## config.mk

```make
export PLATFORM = sky130hd
export DESIGN_NAME = fsmp_top
export DESIGN_NICKNAME = d
export VERILOG_FILES = /design/src/rtl/fsmp_top.v /design/src/rtl/fsmp_baud.v
export VERILOG_INCLUDE_DIRS = /design/src /design/src/rtl
export SDC_FILE = /design/constraint.sdc
export NUM_CORES = 1
export LEC_CHECK = 0
export BUFFER_PORTS_ARGS = -buffer_cell sky130_fd_sc_hd__buf_2
export CAP_MARGIN = 20
export CELL_PAD_IN_SITES_DETAIL_PLACEMENT = 1
export CELL_PAD_IN_SITES_GLOBAL_PLACEMENT = 1
export CORE_UTILIZATION = 30
export DETAILED_ROUTE_END_ITERATION = 6
export PLACE_DENSITY = 0.56
export SLEW_MARGIN = 20
export SYNTH_ARGS = -nofsm -noshare
export SYNTH_HDL_FRONTEND = slang
export SYNTH_SLANG_ARGS = --single-unit
```

## constraint.sdc

```tcl
create_clock -name pclk -period 3.2 [get_ports pclk]
set_clock_uncertainty 0.2 [all_clocks]
set_input_delay 0.16 -clock pclk [delete_from_list [all_inputs] [get_ports pclk]]
set_output_delay 0.16 -clock pclk [all_outputs]
set_load 0.05 [all_outputs]
```

## src/rtl/fsmp_map.vh

```
// constants for the four mode serial port: register map, field positions, dividers
// assumes a 10 mhz pclk and an apb master with 32-bit data
`ifndef FSMP_MAP_VH
`define FSMP_MAP_VH
// byte addresses
`define FSMP_ADDR_CTRL 12'h000
`define FSMP_ADDR_CFG 12'h004
`define FSMP_ADDR_DATA 12'h008
`define FSMP_ADDR_RELOAD 12'h00c
// control register fields
`define FSMP_CTRL_MODE_HI 7
`define FSMP_CTRL_MODE_LO 6
`define FSMP_CTRL_MPE 5
`define FSMP_CTRL_RXEN 4
`define FSMP_CTRL_TB8 3
`define FSMP_CTRL_RB8 2
`define FSMP_CTRL_TI 1
`define FSMP_CTRL_RI 0
// config register fields
`define FSMP_CFG_BSEL 0
`define FSMP_CFG_DBL 1
`define FSMP_CFG_OD 2
`define FSMP_CFG_IE 3
// reset values
`define FSMP_CTRL_RST 8'h00
`define FSMP_CFG_RST 4'h0
`define FSMP_RELOAD_RST 10'h000
// modes
`define FSMP_MODE0 2'h0
`define FSMP_MODE1 2'h1
`define FSMP_MODE2 2'h2
`define FSMP_MODE3 2'h3
// dividers in pclk cycles; the sub-bit positions in 16x ticks
`define FSMP_M0_HALF 4'h6
`define FSMP_PRE_NORM 3'h4
`define FSMP_PRE_DBL 3'h2
`define FSMP_SUB_MID 4'h7
`define FSMP_SUB_END 4'hf
`endif

```

## src/rtl/fsmp_top.v

```verilog
// four mode serial port: apb registers, transmitter, receiver, pin muxing
// assumes pins are synchronous to pclk and software presets the gpio side
//
// The address map and register access over APB were chosen for this implementation.
`timescale 1ns/1ns
`include "fsmp_map.vh"
module fsmp_top (
  input wire pclk, // system clock, 10 mhz
  input wire presetn, // async reset, active low
  input wire psel, // apb select
  input wire penable, // apb access phase
  input wire pwrite, // apb direction
  input wire [11:0] paddr, // apb byte address
  input wire [31:0] pwdata, // apb write data
  output reg [31:0] prdata, // apb read data
  output reg pready, // apb ready
  output reg pslverr, // apb error
  input wire timer_ovf, // secondary timer overflow pulse
  input wire serial_rx_pin_in, // rx pin level
  output reg serial_rx_pin_out, // rx pin drive value
  output reg serial_rx_pin_oe_n, // rx pin enable, low drives
  output reg serial_tx_pin_out, // tx pin drive value
  output reg serial_tx_pin_oe_n, // tx pin enable, low drives
  input wire gpio_rx_out, // gpio value for rx pin
  input wire gpio_rx_oe_n, // gpio enable for rx pin
  input wire gpio_tx_out, // gpio value for tx pin
  input wire gpio_tx_oe_n, // gpio enable for tx pin
  output reg serial_irq // gated interrupt request
);
localparam TX_IDLE = 2'h0;
localparam TX_ASYNC = 2'h1;
localparam TX_SYNC = 2'h2;
reg [1:0] mode_ff;
reg mpe_ff;
reg rx_en_ff;
reg tb8_ff;
reg rb8_ff;
reg ti_ff;
reg ri_ff;
reg bsel_ff;
reg dbl_ff;
reg od_ff;
reg ie_ff;
reg [9:0] reload_ff;
reg [7:0] rx_buf_ff;
reg [1:0] tx_st_ff;
reg [10:0] tx_shift_ff;
reg [3:0] tx_sub_ff;
reg [3:0] tx_cnt_ff;
reg tx_line_ff;
reg m0_clk_ff;
reg m0_rx_ff;
reg [7:0] m0_in_ff;
reg rx_busy_ff;
reg [3:0] rx_sub_ff;
reg [3:0] rx_cnt_ff;
reg [8:0] rx_shift_ff;
reg rx_prev_ff;
wire tick16;
wire tick_half;
// asynchronous modes with a ninth data bit
function is_nine;
  input [1:0] m;
  begin
    is_nine = m[1];
  end
endfunction
// push-pull or open-drain drive of one pin, {out, oe_n}
function [1:0] pin_drive;
  input val;
  input od;
  begin
    if (od) begin
      pin_drive = {1'b0, val};
    end else begin
      pin_drive = {val, 1'b0};
    end
  end
endfunction
fsmp_baud u_baud (
  .pclk(pclk),
  .presetn(presetn),
  .run(rx_en_ff),
  .mode(mode_ff),
  .baud_double(dbl_ff),
  .baud_source_select(bsel_ff),
  .reload(reload_ff),
  .timer_ovf(timer_ovf),
  .tick16_ff(tick16),
  .tick_half_ff(tick_half)
);
////////////////////////////////////////////////////////////////////////////////
// apb decode; answer is always one cycle after the setup phase
wire setup = psel & ~penable;
wire wr_en = psel & penable & pready & pwrite & ~pslverr;
wire sel_ctrl = (paddr == `FSMP_ADDR_CTRL);
wire sel_cfg = (paddr == `FSMP_ADDR_CFG);
wire sel_data = (paddr == `FSMP_ADDR_DATA);
wire sel_rel = (paddr == `FSMP_ADDR_RELOAD);
// everything but the control register is locked while the port is halted
wire bad_addr = ~(sel_ctrl | ((sel_cfg | sel_data | sel_rel) & rx_en_ff));
wire wr_ctrl = wr_en & sel_ctrl;
wire wr_data = wr_en & sel_data;
wire [7:0] ctrl_rd = {mode_ff, mpe_ff, rx_en_ff, tb8_ff, rb8_ff, ti_ff, ri_ff};
reg [31:0] nxt_prdata;
always @* begin
  nxt_prdata = 32'h0000_0000;
  if (sel_ctrl) begin
    nxt_prdata = {24'h00_0000, ctrl_rd};
  end else if (bad_addr) begin
    nxt_prdata = 32'h0000_0000;
  end else if (sel_cfg) begin
    nxt_prdata = {28'h000_0000, ie_ff, od_ff, dbl_ff, bsel_ff};
  end else if (sel_data) begin
    nxt_prdata = {24'h00_0000, rx_buf_ff};
  end else if (sel_rel) begin
    nxt_prdata = {22'h00_0000, reload_ff};
  end
end
// read data and status are latched in setup so they come from flops
always @(posedge pclk or negedge presetn) begin
  if (!presetn) begin
    prdata <= 32'h0000_0000;
    pready <= 1'b0;
    pslverr <= 1'b0;
  end else begin
    pready <= setup;
    pslverr <= setup & bad_addr;
    if (setup) begin
      prdata <= nxt_prdata;
    end
  end
end

////////////////////////////////////////////////////////////////////////////////
// configuration registers
always @(posedge pclk or negedge presetn) begin
  if (!presetn) begin
    mode_ff <= `FSMP_MODE0;
    mpe_ff <= 1'b0;
    rx_en_ff <= 1'b0;
    tb8_ff <= 1'b0;
    {ie_ff, od_ff, dbl_ff, bsel_ff} <= `FSMP_CFG_RST;
    reload_ff <= `FSMP_RELOAD_RST;
  end else begin
    if (wr_ctrl) begin
      mode_ff <= {pwdata[`FSMP_CTRL_MODE_HI], pwdata[`FSMP_CTRL_MODE_LO]};
      mpe_ff <= pwdata[`FSMP_CTRL_MPE];
      rx_en_ff <= pwdata[`FSMP_CTRL_RXEN];
      tb8_ff <= pwdata[`FSMP_CTRL_TB8];
    end
    if (wr_en & sel_cfg) begin
      bsel_ff <= pwdata[`FSMP_CFG_BSEL];
      dbl_ff <= pwdata[`FSMP_CFG_DBL];
      od_ff <= pwdata[`FSMP_CFG_OD];
      ie_ff <= pwdata[`FSMP_CFG_IE];
    end
    if (wr_en & sel_rel) begin
      reload_ff <= pwdata[9:0];
    end
  end
end

////////////////////////////////////////////////////////////////////////////////
// transmitter and mode 0 shift engine
// mode 0 receive reuses this engine since it owns the shift clock
wire m0_rx_go = (mode_ff == `FSMP_MODE0) & rx_en_ff & ~ri_ff & ~wr_data;
wire [3:0] tx_bits = is_nine(mode_ff) ? 4'hb : 4'ha;
reg set_ti;
reg set_ri_m0;
always @(posedge pclk or negedge presetn) begin
  if (!presetn) begin
    tx_st_ff <= TX_IDLE;
    tx_shift_ff <= 11'h7ff;
    tx_sub_ff <= 4'h0;
    tx_cnt_ff <= 4'h0;
    tx_line_ff <= 1'b1;
    m0_clk_ff <= 1'b1;
    m0_rx_ff <= 1'b0;
    m0_in_ff <= 8'h00;
    set_ti <= 1'b0;
    set_ri_m0 <= 1'b0;
  end else begin
    set_ti <= 1'b0;
    set_ri_m0 <= 1'b0;
    if (!rx_en_ff) begin
      tx_st_ff <= TX_IDLE;
      tx_line_ff <= 1'b1;
      m0_clk_ff <= 1'b1;
    end else begin
      case (tx_st_ff)
        TX_IDLE: begin
          tx_sub_ff <= 4'h0;
          tx_cnt_ff <= 4'h0;
          m0_clk_ff <= 1'b1;
          if (wr_data) begin
            // frame: start, data lsb first, ninth or stop, stop
            tx_shift_ff <= {1'b1, is_nine(mode_ff) ? tb8_ff : 1'b1, pwdata[7:0], 1'b0};
            tx_line_ff <= (mode_ff == `FSMP_MODE0) ? pwdata[0] : 1'b0;
            m0_rx_ff <= 1'b0;
            tx_st_ff <= (mode_ff == `FSMP_MODE0) ? TX_SYNC : TX_ASYNC;
            if (mode_ff == `FSMP_MODE0) begin
              tx_shift_ff <= {3'h7, pwdata[7:0]};
            end
          end else if (m0_rx_go) begin
            m0_rx_ff <= 1'b1;
            tx_line_ff <= 1'b1;
            tx_st_ff <= TX_SYNC;
          end
        end
        TX_ASYNC: begin
          if (tick16) begin
            tx_sub_ff <= tx_sub_ff + 4'h1;
            if (tx_sub_ff == `FSMP_SUB_END) begin
              tx_shift_ff <= {1'b1, tx_shift_ff[10:1]};
              tx_line_ff <= tx_shift_ff[1];
              tx_cnt_ff <= tx_cnt_ff + 4'h1;
              if (tx_cnt_ff + 4'h1 == tx_bits - 4'h1) begin
                set_ti <= 1'b1;
              end
              if (tx_cnt_ff + 4'h1 == tx_bits) begin
                tx_st_ff <= TX_IDLE;
              end
            end
          end
        end
        TX_SYNC: begin
          if (tick_half) begin
            m0_clk_ff <= ~m0_clk_ff;
            if (m0_clk_ff) begin
              // falling edge: next data bit out
              if (tx_cnt_ff != 4'h0 && !m0_rx_ff) begin
                tx_shift_ff <= {1'b1, tx_shift_ff[10:1]};
                tx_line_ff <= tx_shift_ff[1];
              end
            end else begin
              // rising edge: the peripheral and this receiver sample
              if (m0_rx_ff) begin
                m0_in_ff <= {serial_rx_pin_in, m0_in_ff[7:1]};
              end
              tx_cnt_ff <= tx_cnt_ff + 4'h1;
              if (tx_cnt_ff == 4'h7) begin
                tx_st_ff <= TX_IDLE;
                set_ti <= ~m0_rx_ff;
                set_ri_m0 <= m0_rx_ff;
              end
            end
          end
        end
        default: tx_st_ff <= TX_IDLE;
      endcase
    end
  end
end

////////////////////////////////////////////////////////////////////////////////
// asynchronous receiver, centre sampling on the 16x tick
// a start that is high again at mid bit is taken as a glitch and dropped
wire async_mode = (mode_ff != `FSMP_MODE0);
wire [3:0] rx_data_bits = is_nine(mode_ff) ? 4'h9 : 4'h8;
reg set_ri_async;
reg [7:0] rx_word;
reg rx_ninth;
always @(posedge pclk or negedge presetn) begin
  if (!presetn) begin
    rx_busy_ff <= 1'b0;
    rx_sub_ff <= 4'h0;
    rx_cnt_ff <= 4'h0;
    rx_shift_ff <= 9'h000;
    rx_prev_ff <= 1'b1;
    set_ri_async <= 1'b0;
    rx_word <= 8'h00;
    rx_ninth <= 1'b0;
  end else begin
    set_ri_async <= 1'b0;
    rx_prev_ff <= serial_rx_pin_in;
    if (!rx_en_ff || !async_mode) begin
      rx_busy_ff <= 1'b0;
    end else if (!rx_busy_ff) begin
      rx_sub_ff <= 4'h0;
      rx_cnt_ff <= 4'h0;
      if (rx_prev_ff & ~serial_rx_pin_in) begin
        rx_busy_ff <= 1'b1;
      end
    end else if (tick16) begin
      rx_sub_ff <= rx_sub_ff + 4'h1;
      if (rx_sub_ff == `FSMP_SUB_MID) begin
        rx_cnt_ff <= rx_cnt_ff + 4'h1;
        if (rx_cnt_ff == 4'h0) begin
          rx_busy_ff <= ~serial_rx_pin_in;
        end else if (rx_cnt_ff <= rx_data_bits) begin
          rx_shift_ff <= {serial_rx_pin_in, rx_shift_ff[8:1]};
        end else begin
          // mid stop bit: frame complete
          rx_busy_ff <= 1'b0;
          rx_word <= is_nine(mode_ff) ? rx_shift_ff[7:0] : rx_shift_ff[8:1];
          rx_ninth <= is_nine(mode_ff) ? rx_shift_ff[8] : serial_rx_pin_in;
          // ninth or stop bit zero is ignored in multiprocessor mode
          set_ri_async <= ~mpe_ff | (is_nine(mode_ff) ? rx_shift_ff[8] : serial_rx_pin_in);
        end
      end
    end
  end
end

////////////////////////////////////////////////////////////////////////////////
// receive buffer, ninth bit and sticky done flags; a set beats a clear
always @(posedge pclk or negedge presetn) begin
  if (!presetn) begin
    rx_buf_ff <= 8'h00;
    rb8_ff <= 1'b0;
    ti_ff <= 1'b0;
    ri_ff <= 1'b0;
  end else begin
    if (wr_ctrl) begin
      ti_ff <= pwdata[`FSMP_CTRL_TI] | set_ti;
      ri_ff <= pwdata[`FSMP_CTRL_RI] | set_ri_m0 | set_ri_async;
      rb8_ff <= pwdata[`FSMP_CTRL_RB8];
    end else begin
      ti_ff <= ti_ff | set_ti;
      ri_ff <= ri_ff | set_ri_m0 | set_ri_async;
    end
    if (set_ri_m0) begin
      rx_buf_ff <= m0_in_ff;
    end
    if (set_ri_async) begin
      rx_buf_ff <= rx_word;
      rb8_ff <= rx_ninth;
    end
  end
end

////////////////////////////////////////////////////////////////////////////////
// pins and interrupt; when halted the gpio side owns the pins again
reg [1:0] nxt_tx_pin;
reg [1:0] nxt_rx_pin;
always @* begin
  nxt_tx_pin = {gpio_tx_out, gpio_tx_oe_n};
  nxt_rx_pin = {gpio_rx_out, gpio_rx_oe_n};
  if (rx_en_ff) begin
    if (mode_ff == `FSMP_MODE0) begin
      nxt_tx_pin = pin_drive(m0_clk_ff, od_ff);
      if (tx_st_ff == TX_SYNC && m0_rx_ff) begin
        nxt_rx_pin = 2'b01;
      end else begin
        nxt_rx_pin = pin_drive(tx_line_ff, od_ff);
      end
    end else begin
      nxt_tx_pin = pin_drive(tx_line_ff, od_ff);
      nxt_rx_pin = 2'b01;
    end
  end
end

always @(posedge pclk or negedge presetn) begin
  if (!presetn) begin
    serial_tx_pin_out <= 1'b0;
    serial_tx_pin_oe_n <= 1'b1;
    serial_rx_pin_out <= 1'b0;
    serial_rx_pin_oe_n <= 1'b1;
    serial_irq <= 1'b0;
  end else begin
    {serial_tx_pin_out, serial_tx_pin_oe_n} <= nxt_tx_pin;
    {serial_rx_pin_out, serial_rx_pin_oe_n} <= nxt_rx_pin;
    serial_irq <= ie_ff & (ti_ff | ri_ff);
  end
end
endmodule

```

## src/rtl/fsmp_baud.v

```verilog
// baud tick generator for the four mode serial port
// assumes timer_ovf is a one-cycle pulse from the secondary timer
`timescale 1ns/1ns
`include "fsmp_map.vh"
module fsmp_baud (
  input wire pclk, // system clock
  input wire presetn, // async reset, active low
  input wire run, // port enabled, else counters held
  input wire [1:0] mode, // operating mode
  input wire baud_double, // double the rate in modes 1 to 3
  input wire baud_source_select, // 0 timer, 1 reload generator
  input wire [9:0] reload, // reload value
  input wire timer_ovf, // secondary timer overflow pulse
  output reg tick16_ff, // 16x bit rate pulse
  output reg tick_half_ff // mode 0 half bit pulse
);

reg [2:0] pre_ff;
reg [9:0] gen_ff;
reg [3:0] m0_ff;
reg t1_div_ff;
wire pre_end = (pre_ff == (baud_double ? `FSMP_PRE_DBL : `FSMP_PRE_NORM) - 3'h1);
wire gen_end = (gen_ff == 10'h3ff);

////////////////////////////////////////////////////////////////////////////////
// prescaler, reload counter and timer divider; stopped when the port is off
always @(posedge pclk or negedge presetn) begin
  if (!presetn) begin
    pre_ff <= 3'h0;
    gen_ff <= 10'h000;
    m0_ff <= 4'h0;
    t1_div_ff <= 1'b0;
    tick16_ff <= 1'b0;
    tick_half_ff <= 1'b0;
  end else if (!run) begin
    pre_ff <= 3'h0;
    gen_ff <= reload;
    m0_ff <= 4'h0;
    t1_div_ff <= 1'b0;
    tick16_ff <= 1'b0;
    tick_half_ff <= 1'b0;
  end else begin
    // mode 0: fixed fcpu/12, two half-bit ticks per bit
    tick_half_ff <= (m0_ff == `FSMP_M0_HALF - 4'h1);
    m0_ff <= (m0_ff == `FSMP_M0_HALF - 4'h1) ? 4'h0 : m0_ff + 4'h1;
    pre_ff <= pre_end ? 3'h0 : pre_ff + 3'h1;
    if (pre_end) begin
      gen_ff <= gen_end ? reload : gen_ff + 10'h001;
    end
    if (timer_ovf) begin
      t1_div_ff <= ~t1_div_ff;
    end
    case (mode)
      `FSMP_MODE2: tick16_ff <= pre_end;
      `FSMP_MODE1, `FSMP_MODE3: begin
        if (baud_source_select) begin
          tick16_ff <= pre_end & gen_end;
        end else begin
          // ovf/32 per bit, so one 16x tick per two overflows unless doubled
          tick16_ff <= timer_ovf & (baud_double | t1_div_ff);
        end
      end
      default: tick16_ff <= 1'b0;
    endcase
  end
end

endmodule

```

== After elaboration in Yosys (flattened, before gate mapping) ==
Index checks and enable logic that the tools add are counted.
Operators by class
  reduce and logical (&&, ||, !) cells: 30
  add/sub/neg operators: 9
  shifts and indexed selects: 0
  multipliers: 0
  magnitude comparators: 1
  divide/modulo/power cells: 0
  bitwise gates (word level): 43
  eq/ne operators: 38
  multiplexer cells: 108
Operators with widths (number)
  $mux 32: 3
  $mux 11: 6
  $mux 10: 6
  $mux 1: 50
  $mux 4: 12
  $mux 2: 17
  $pmux 11 s3: 1
  $eq 12x4->1 const B: 2
  $mux 8: 3
  $add 4x1->4 const B: 5
  $and 1x1->1: 18
  $ne 3x3->1 const B: 6
  $reduce_and 6->1: 3
  $reduce_and 7->1: 2
  $not 1->1: 13
  $eq 12x3->1 const B: 1
  $eq 4x3->1 const B: 3
  $logic_not 12->1: 1
  $ne 2x2->1 const B: 6
  $or 1x1->1: 12
  $pmux 4 s3: 1
  $add 10x1->10 const B: 1
  $eq 10x10->1 const B: 1
  $ne 2x1->1 const B: 5
  31 further kinds: 51
Storage, ports and cells
  bits in read-only memories: 0
  RAM bits: 0
  latch bits: 0
  memories: 0
  bits in registers: 152

== Depth between registers and ports, before layout ==
  depth after elaboration: 11
  mapped depth: 9

== Cells and area by module ==
Synthesis repeated with hierarchy kept, for this count alone.
Unflattened totals
  cell total of the unflattened synthesis: 641
  area, all modules: 6755.2 um^2
Modules (own cells, without submodules)
  fsmp_top: cells each 526, times used 1, area an instance 5631.7 um^2
  fsmp_baud: cells each 115, times used 1, area an instance 1123.6 um^2

== Worst setup path after synthesis ==
OpenSTA, ideal clock, no wires.
  path type: register to register
  start point: register rx_cnt_ff[0]
  end point: register rx_shift_ff[8]
  cell stages (with the launch flop): 7
  slack: 868 ps
  data arrival time: 2007 ps
  setup time: 125 ps
  path buffers: 0
  clock period less this slack: 2332 ps
  cell sequence: dfrtp_1 -> inv_1 -> ha_1 -> nor2_1 -> o31a_1 -> nor4_2 -> mux2_2
Between the ends
  longest elaborated chain between the ends: 3
  elaborated cells on any way between the ends: 4
  classes of those cells: order compare: 1; bitwise: 1; reduce/logical: 2
RTL lines
  start: declaration: RTL line fsmp_top.v:56  | reg [3:0] rx_cnt_ff;
  start signal: assignment: RTL line fsmp_top.v:288  | rx_cnt_ff <= rx_cnt_ff + 4'h1;
  parallel branches: the longest is 2 deep, another holds $le 4x4->1
  $reduce_and 6->1 (no line) *
  end signal: assignment: RTL line fsmp_top.v:292  | rx_shift_ff <= {serial_rx_pin_in, rx_shift_ff[8:1]};
  end: declaration: RTL line fsmp_top.v:57  | reg [8:0] rx_shift_ff;
Every way passes the cells marked *.
A chain may end at the register's enable or synchronous reset.

== Worst setup path after layout ==
  start point: register tx_cnt_ff[0]
  end point: register tx_line_ff
Between the ends
  longest elaborated chain between the ends: 4
RTL lines
  start: declaration: RTL line fsmp_top.v:49  | reg [3:0] tx_cnt_ff;
  start signal: assignment: RTL line fsmp_top.v:217  | tx_cnt_ff <= tx_cnt_ff + 4'h1;
  start signal: assignment: RTL line fsmp_top.v:241  | tx_cnt_ff <= tx_cnt_ff + 4'h1;
  $reduce_bool 4->1: RTL line fsmp_top.v:232  | if (tx_cnt_ff != 4'h0 && !m0_rx_ff) begin
  $logic_and 1x1->1: RTL line fsmp_top.v:232
  $ne 3x3->1 (no line)
  $reduce_and 7->1 (no line)
  end signal: assignment: RTL line fsmp_top.v:199  | tx_line_ff <= (mode_ff == `FSMP_MODE0) ? pwdata[0] : 1'b0;
  end signal: assignment: RTL line fsmp_top.v:216  | tx_line_ff <= tx_shift_ff[1];
  end signal: assignment: RTL line fsmp_top.v:234  | tx_line_ff <= tx_shift_ff[1];
  end: declaration: RTL line fsmp_top.v:50  | reg tx_line_ff;
No other way between the ends.

==> flow_summary.json <==
{
  "ys_ff_latch": 128,
  "fill_cells": 2382,
  "synth_top_family_by_area": "simple AND/OR/NAND/NOR gates",
  "syn_area_mm2": 0.00657,
  "synth-async-reset-ratio_pct": 100,
  "fin_util_pct": 37.2,
  "grt_pass1_vias": 5231,
  "die_h_um": 150,
  "leakage_nw": 3.54,
  "synth_compound_area_share_pct": 12.7,
  "crit_fanout": 9,
  "postSynthCellCount": 622,
  "synth_fa_ha_area_share_pct": 2.86,
  "grt.overflow.total": 0,
  "synth.distinct_cells": 61,
  "cts_buffer_depth": 2,
  "vias": 4902,
  "drt.antenna.violating_nets": 0,
  "syn_to_final_growth_pct": 20.0,
  "final.setup.tns_ns": 0,
  "antenna_found_initial": 0,
  "cp_data_arrival_time_ns": 2.68,
  "root_buffer": "clkbuf_16",
  "avgViaCountPerCell": 4.99,
  "yosysTopAreaCellShare_pct": 43.4,
  "synth_xor_area_share_pct": 1.47,
  "synth_edf_count": 0,
  "cp-start-kind": "register",
  "nets": 765,
  "grt_first_pass_wirelength_mm": 27.9,
  "numCtsBuffers": 17,
  "synth-simple-area-share_pct": 14.5,
  "yosys_most_used_dff": "dfrtp_1",
  "slew_headroom_pct": 58.3,
  "irDropWorstVdd_v": 0.000373,
  "wl_per_cell_um": 17.6,
  "firstDrtPassIters": 4,
  "setup_viol": 0,
  "port_buffers": 49,
  "hold_viol": 0,
  "path_class": "register to register",
  "io_pins": 94,
  "start_util_pct": 30.9,
  "cts.clk_slew.worst_paths_ns": 0.07,
  "h-tree-depth": 4,
  "outcome": "finished, final reports clean",
  "dpl.hpwl_mm": 12.6,
  "synth_commonest_cells": "114 x dfrtp_1, 65 x nand2_1, 53 x o21ai_0, 51 x mux2_2, 37 x mux2i_1",
  "worst_pin_slew_ns": 0.626,
  "tritoncts": "yes",
  "worstHoldPathType": "primary input to register",
  "drt_iter0_markers": 220,
  "clock_sinks": 128,
  "rsz0062_at_grt": "false",
  "slew_viol_final": 0,
  "synth.largest_area_cell": "dfrtp_1",
  "fin_crit_sh_pct": 78.8,
  "postSynthAreaPerCell_um2": 10.6,
  "grt_usage_pct": 16.3,
  "core_area_mm2": 0.0212,
  "dieWidth_um": 150,
  "drive_above_1_share_pct": 24.2,
  "synthMuxAreaShare_pct": 14.4,
  "power.density_mw_per_mm2": 482,
  "antenna_cells": 0,
  "yosysMostFrequentCell": "dfrtp_1",
  "clk-insertion-delay-late_ns": 0.43,
  "gp_congestion": 0.774,
  "synthTopCellsByArea": "dfrtp_1 43%, mux2_2 8.7%, mux2i_1 5.6%",
  "post_cts_buffers": 0,
  "die_area_mm2": 0.0225,
  "critical_path_required_ns": 3.36,
  "max_freq_mhz": 396,
  "drc_errors": 0,
  "max_cap_violations": 0,
  "yosysWarningCount": 0,
  "period_minus_slack_ns": 2.52,
  "cp-end-kind": "register",
  "grt_start_max_net_pins": 50,
  "rows": 53,
  "routed_wl_mm": 17.3,
  "ys_seq_area_share_pct": 49.0
}
-- worst max-delay path: stages (launching register included) --
cell and delay (ns):
dfrtp_1 0.51, inv_1 0.08, ha_1 0.21, nor3b_1 0.14, o31ai_1 0.36, o311ai_0 0.28, or4_1 0.52, o211a_1 0.14
-- state kept, by name (all words and copies together), names as in the netlist, 8 cells and up --
name / count
u_baud.gen_ff: 10
rx_word: 8
m0_in_ff: 8
rx_buf_ff: 8
tx_shift_ff: 9
prdata: 10
reload_ff: 10
rx_shift_ff: 9
-- area by class of cell --
class | count | area [um^2] | share of cell area, %
multi-input cells | 449 | 3100 | 39.3
clock buffers | 17 | 425 | 5.40
clock inverters | 15 | 183 | 2.32
flip-flops and latches | 128 | 3220 | 40.9
inverters | 18 | 67.6 | 0.857
well taps | 275 | 344 | 4.36
repair buffers | 81 | 548 | 6.95
-- through the flow --
step           cells  power [mW]  hold WS (ns)  instance area (um^2)  worst slack [ns]
2_1_floorplan    643        1.77        -0.336                  6650             0.868
3_3_place_gp     932        1.83        0.0156                  7090             0.596
3_5_place_dp     932        1.83        0.0232                  7090             0.566
4_1_cts          983        3.86        0.0157                  7880             0.672
5_1_grt          983        3.93        0.0572                  7880             0.542
6_report         983        3.80        0.0368                  7880             0.677
-- placed cells by master, fill, tap and decap left out, types with 18 or more instances in the layout --
master and count:
inv_1 18, nand2_1 65, dfrtp_1 114, mux2i_1 37
dlygate4sd3_1 19, o21ai_0 53, a21oi_1 23, conb_1 22
nor2_1 24, nand3_1 18, mux2_2 51, buf_2 48
-- report_power, final --
part / total (mW) / leakage [nW] / switching (mW) / internal [mW]
combinational: 0.188 / 1.52 / 0.142 / 0.0456
clock: 1.99 / 0.300 / 0.862 / 1.12
sequential: 1.63 / 1.72 / 0.00280 / 1.62
total: 3.80 / 3.54 / 1.01 / 2.80
-- final timing paths --
check,start,to,slack (ns),cells past startpoint
min in group asynchronous,presetn,tx_cnt_ff[3],0.09,2
min,paddr[2],prdata[5],0.04,3
max reg2reg,tx_cnt_ff[0],tx_line_ff,0.68,7
max in group asynchronous,presetn,m0_clk_ff,1.93,3
max,tx_cnt_ff[0],tx_line_ff,0.68,7
min reg2reg,set_ti,ti_ff,0.26,1
-- metal layers --
| metal | track usage (%) | vias up | share of wire, % |
|---|---|---|---|
| met1 | 21.6 | 2467 | 48 |
| li1 | - | 2342 | - |
| met4 | 5.51 | 0 | 1.1 |
| met2 | 26.6 | 75 | 48 |
| met5 | 0 | - | 0 |
| met3 | 3.17 | 18 | 3.4 |
-- kinds of logic (layout without fill, tap and decap cells) --
kind of cell | count (synthesis) | in the layout
AOI/OAI and AO/OA | 131 | 131
muxes | 88 | 88
adders and majority gates | 15 | 15
other | 1 | 22
and+or+nand+nor | 182 | 182
buffers and inverters | 66 | 131
DFF | 128 | 128
xor gates and xnor gates | 11 | 11
-- what timing repair did --
action / CTS / global route
hold endpoints to repair: 75 / 0
hold buffers: 19 / 0
gates resized for setup: 0 / 0
No activity file was read; power rests on OpenSTA's default activity.
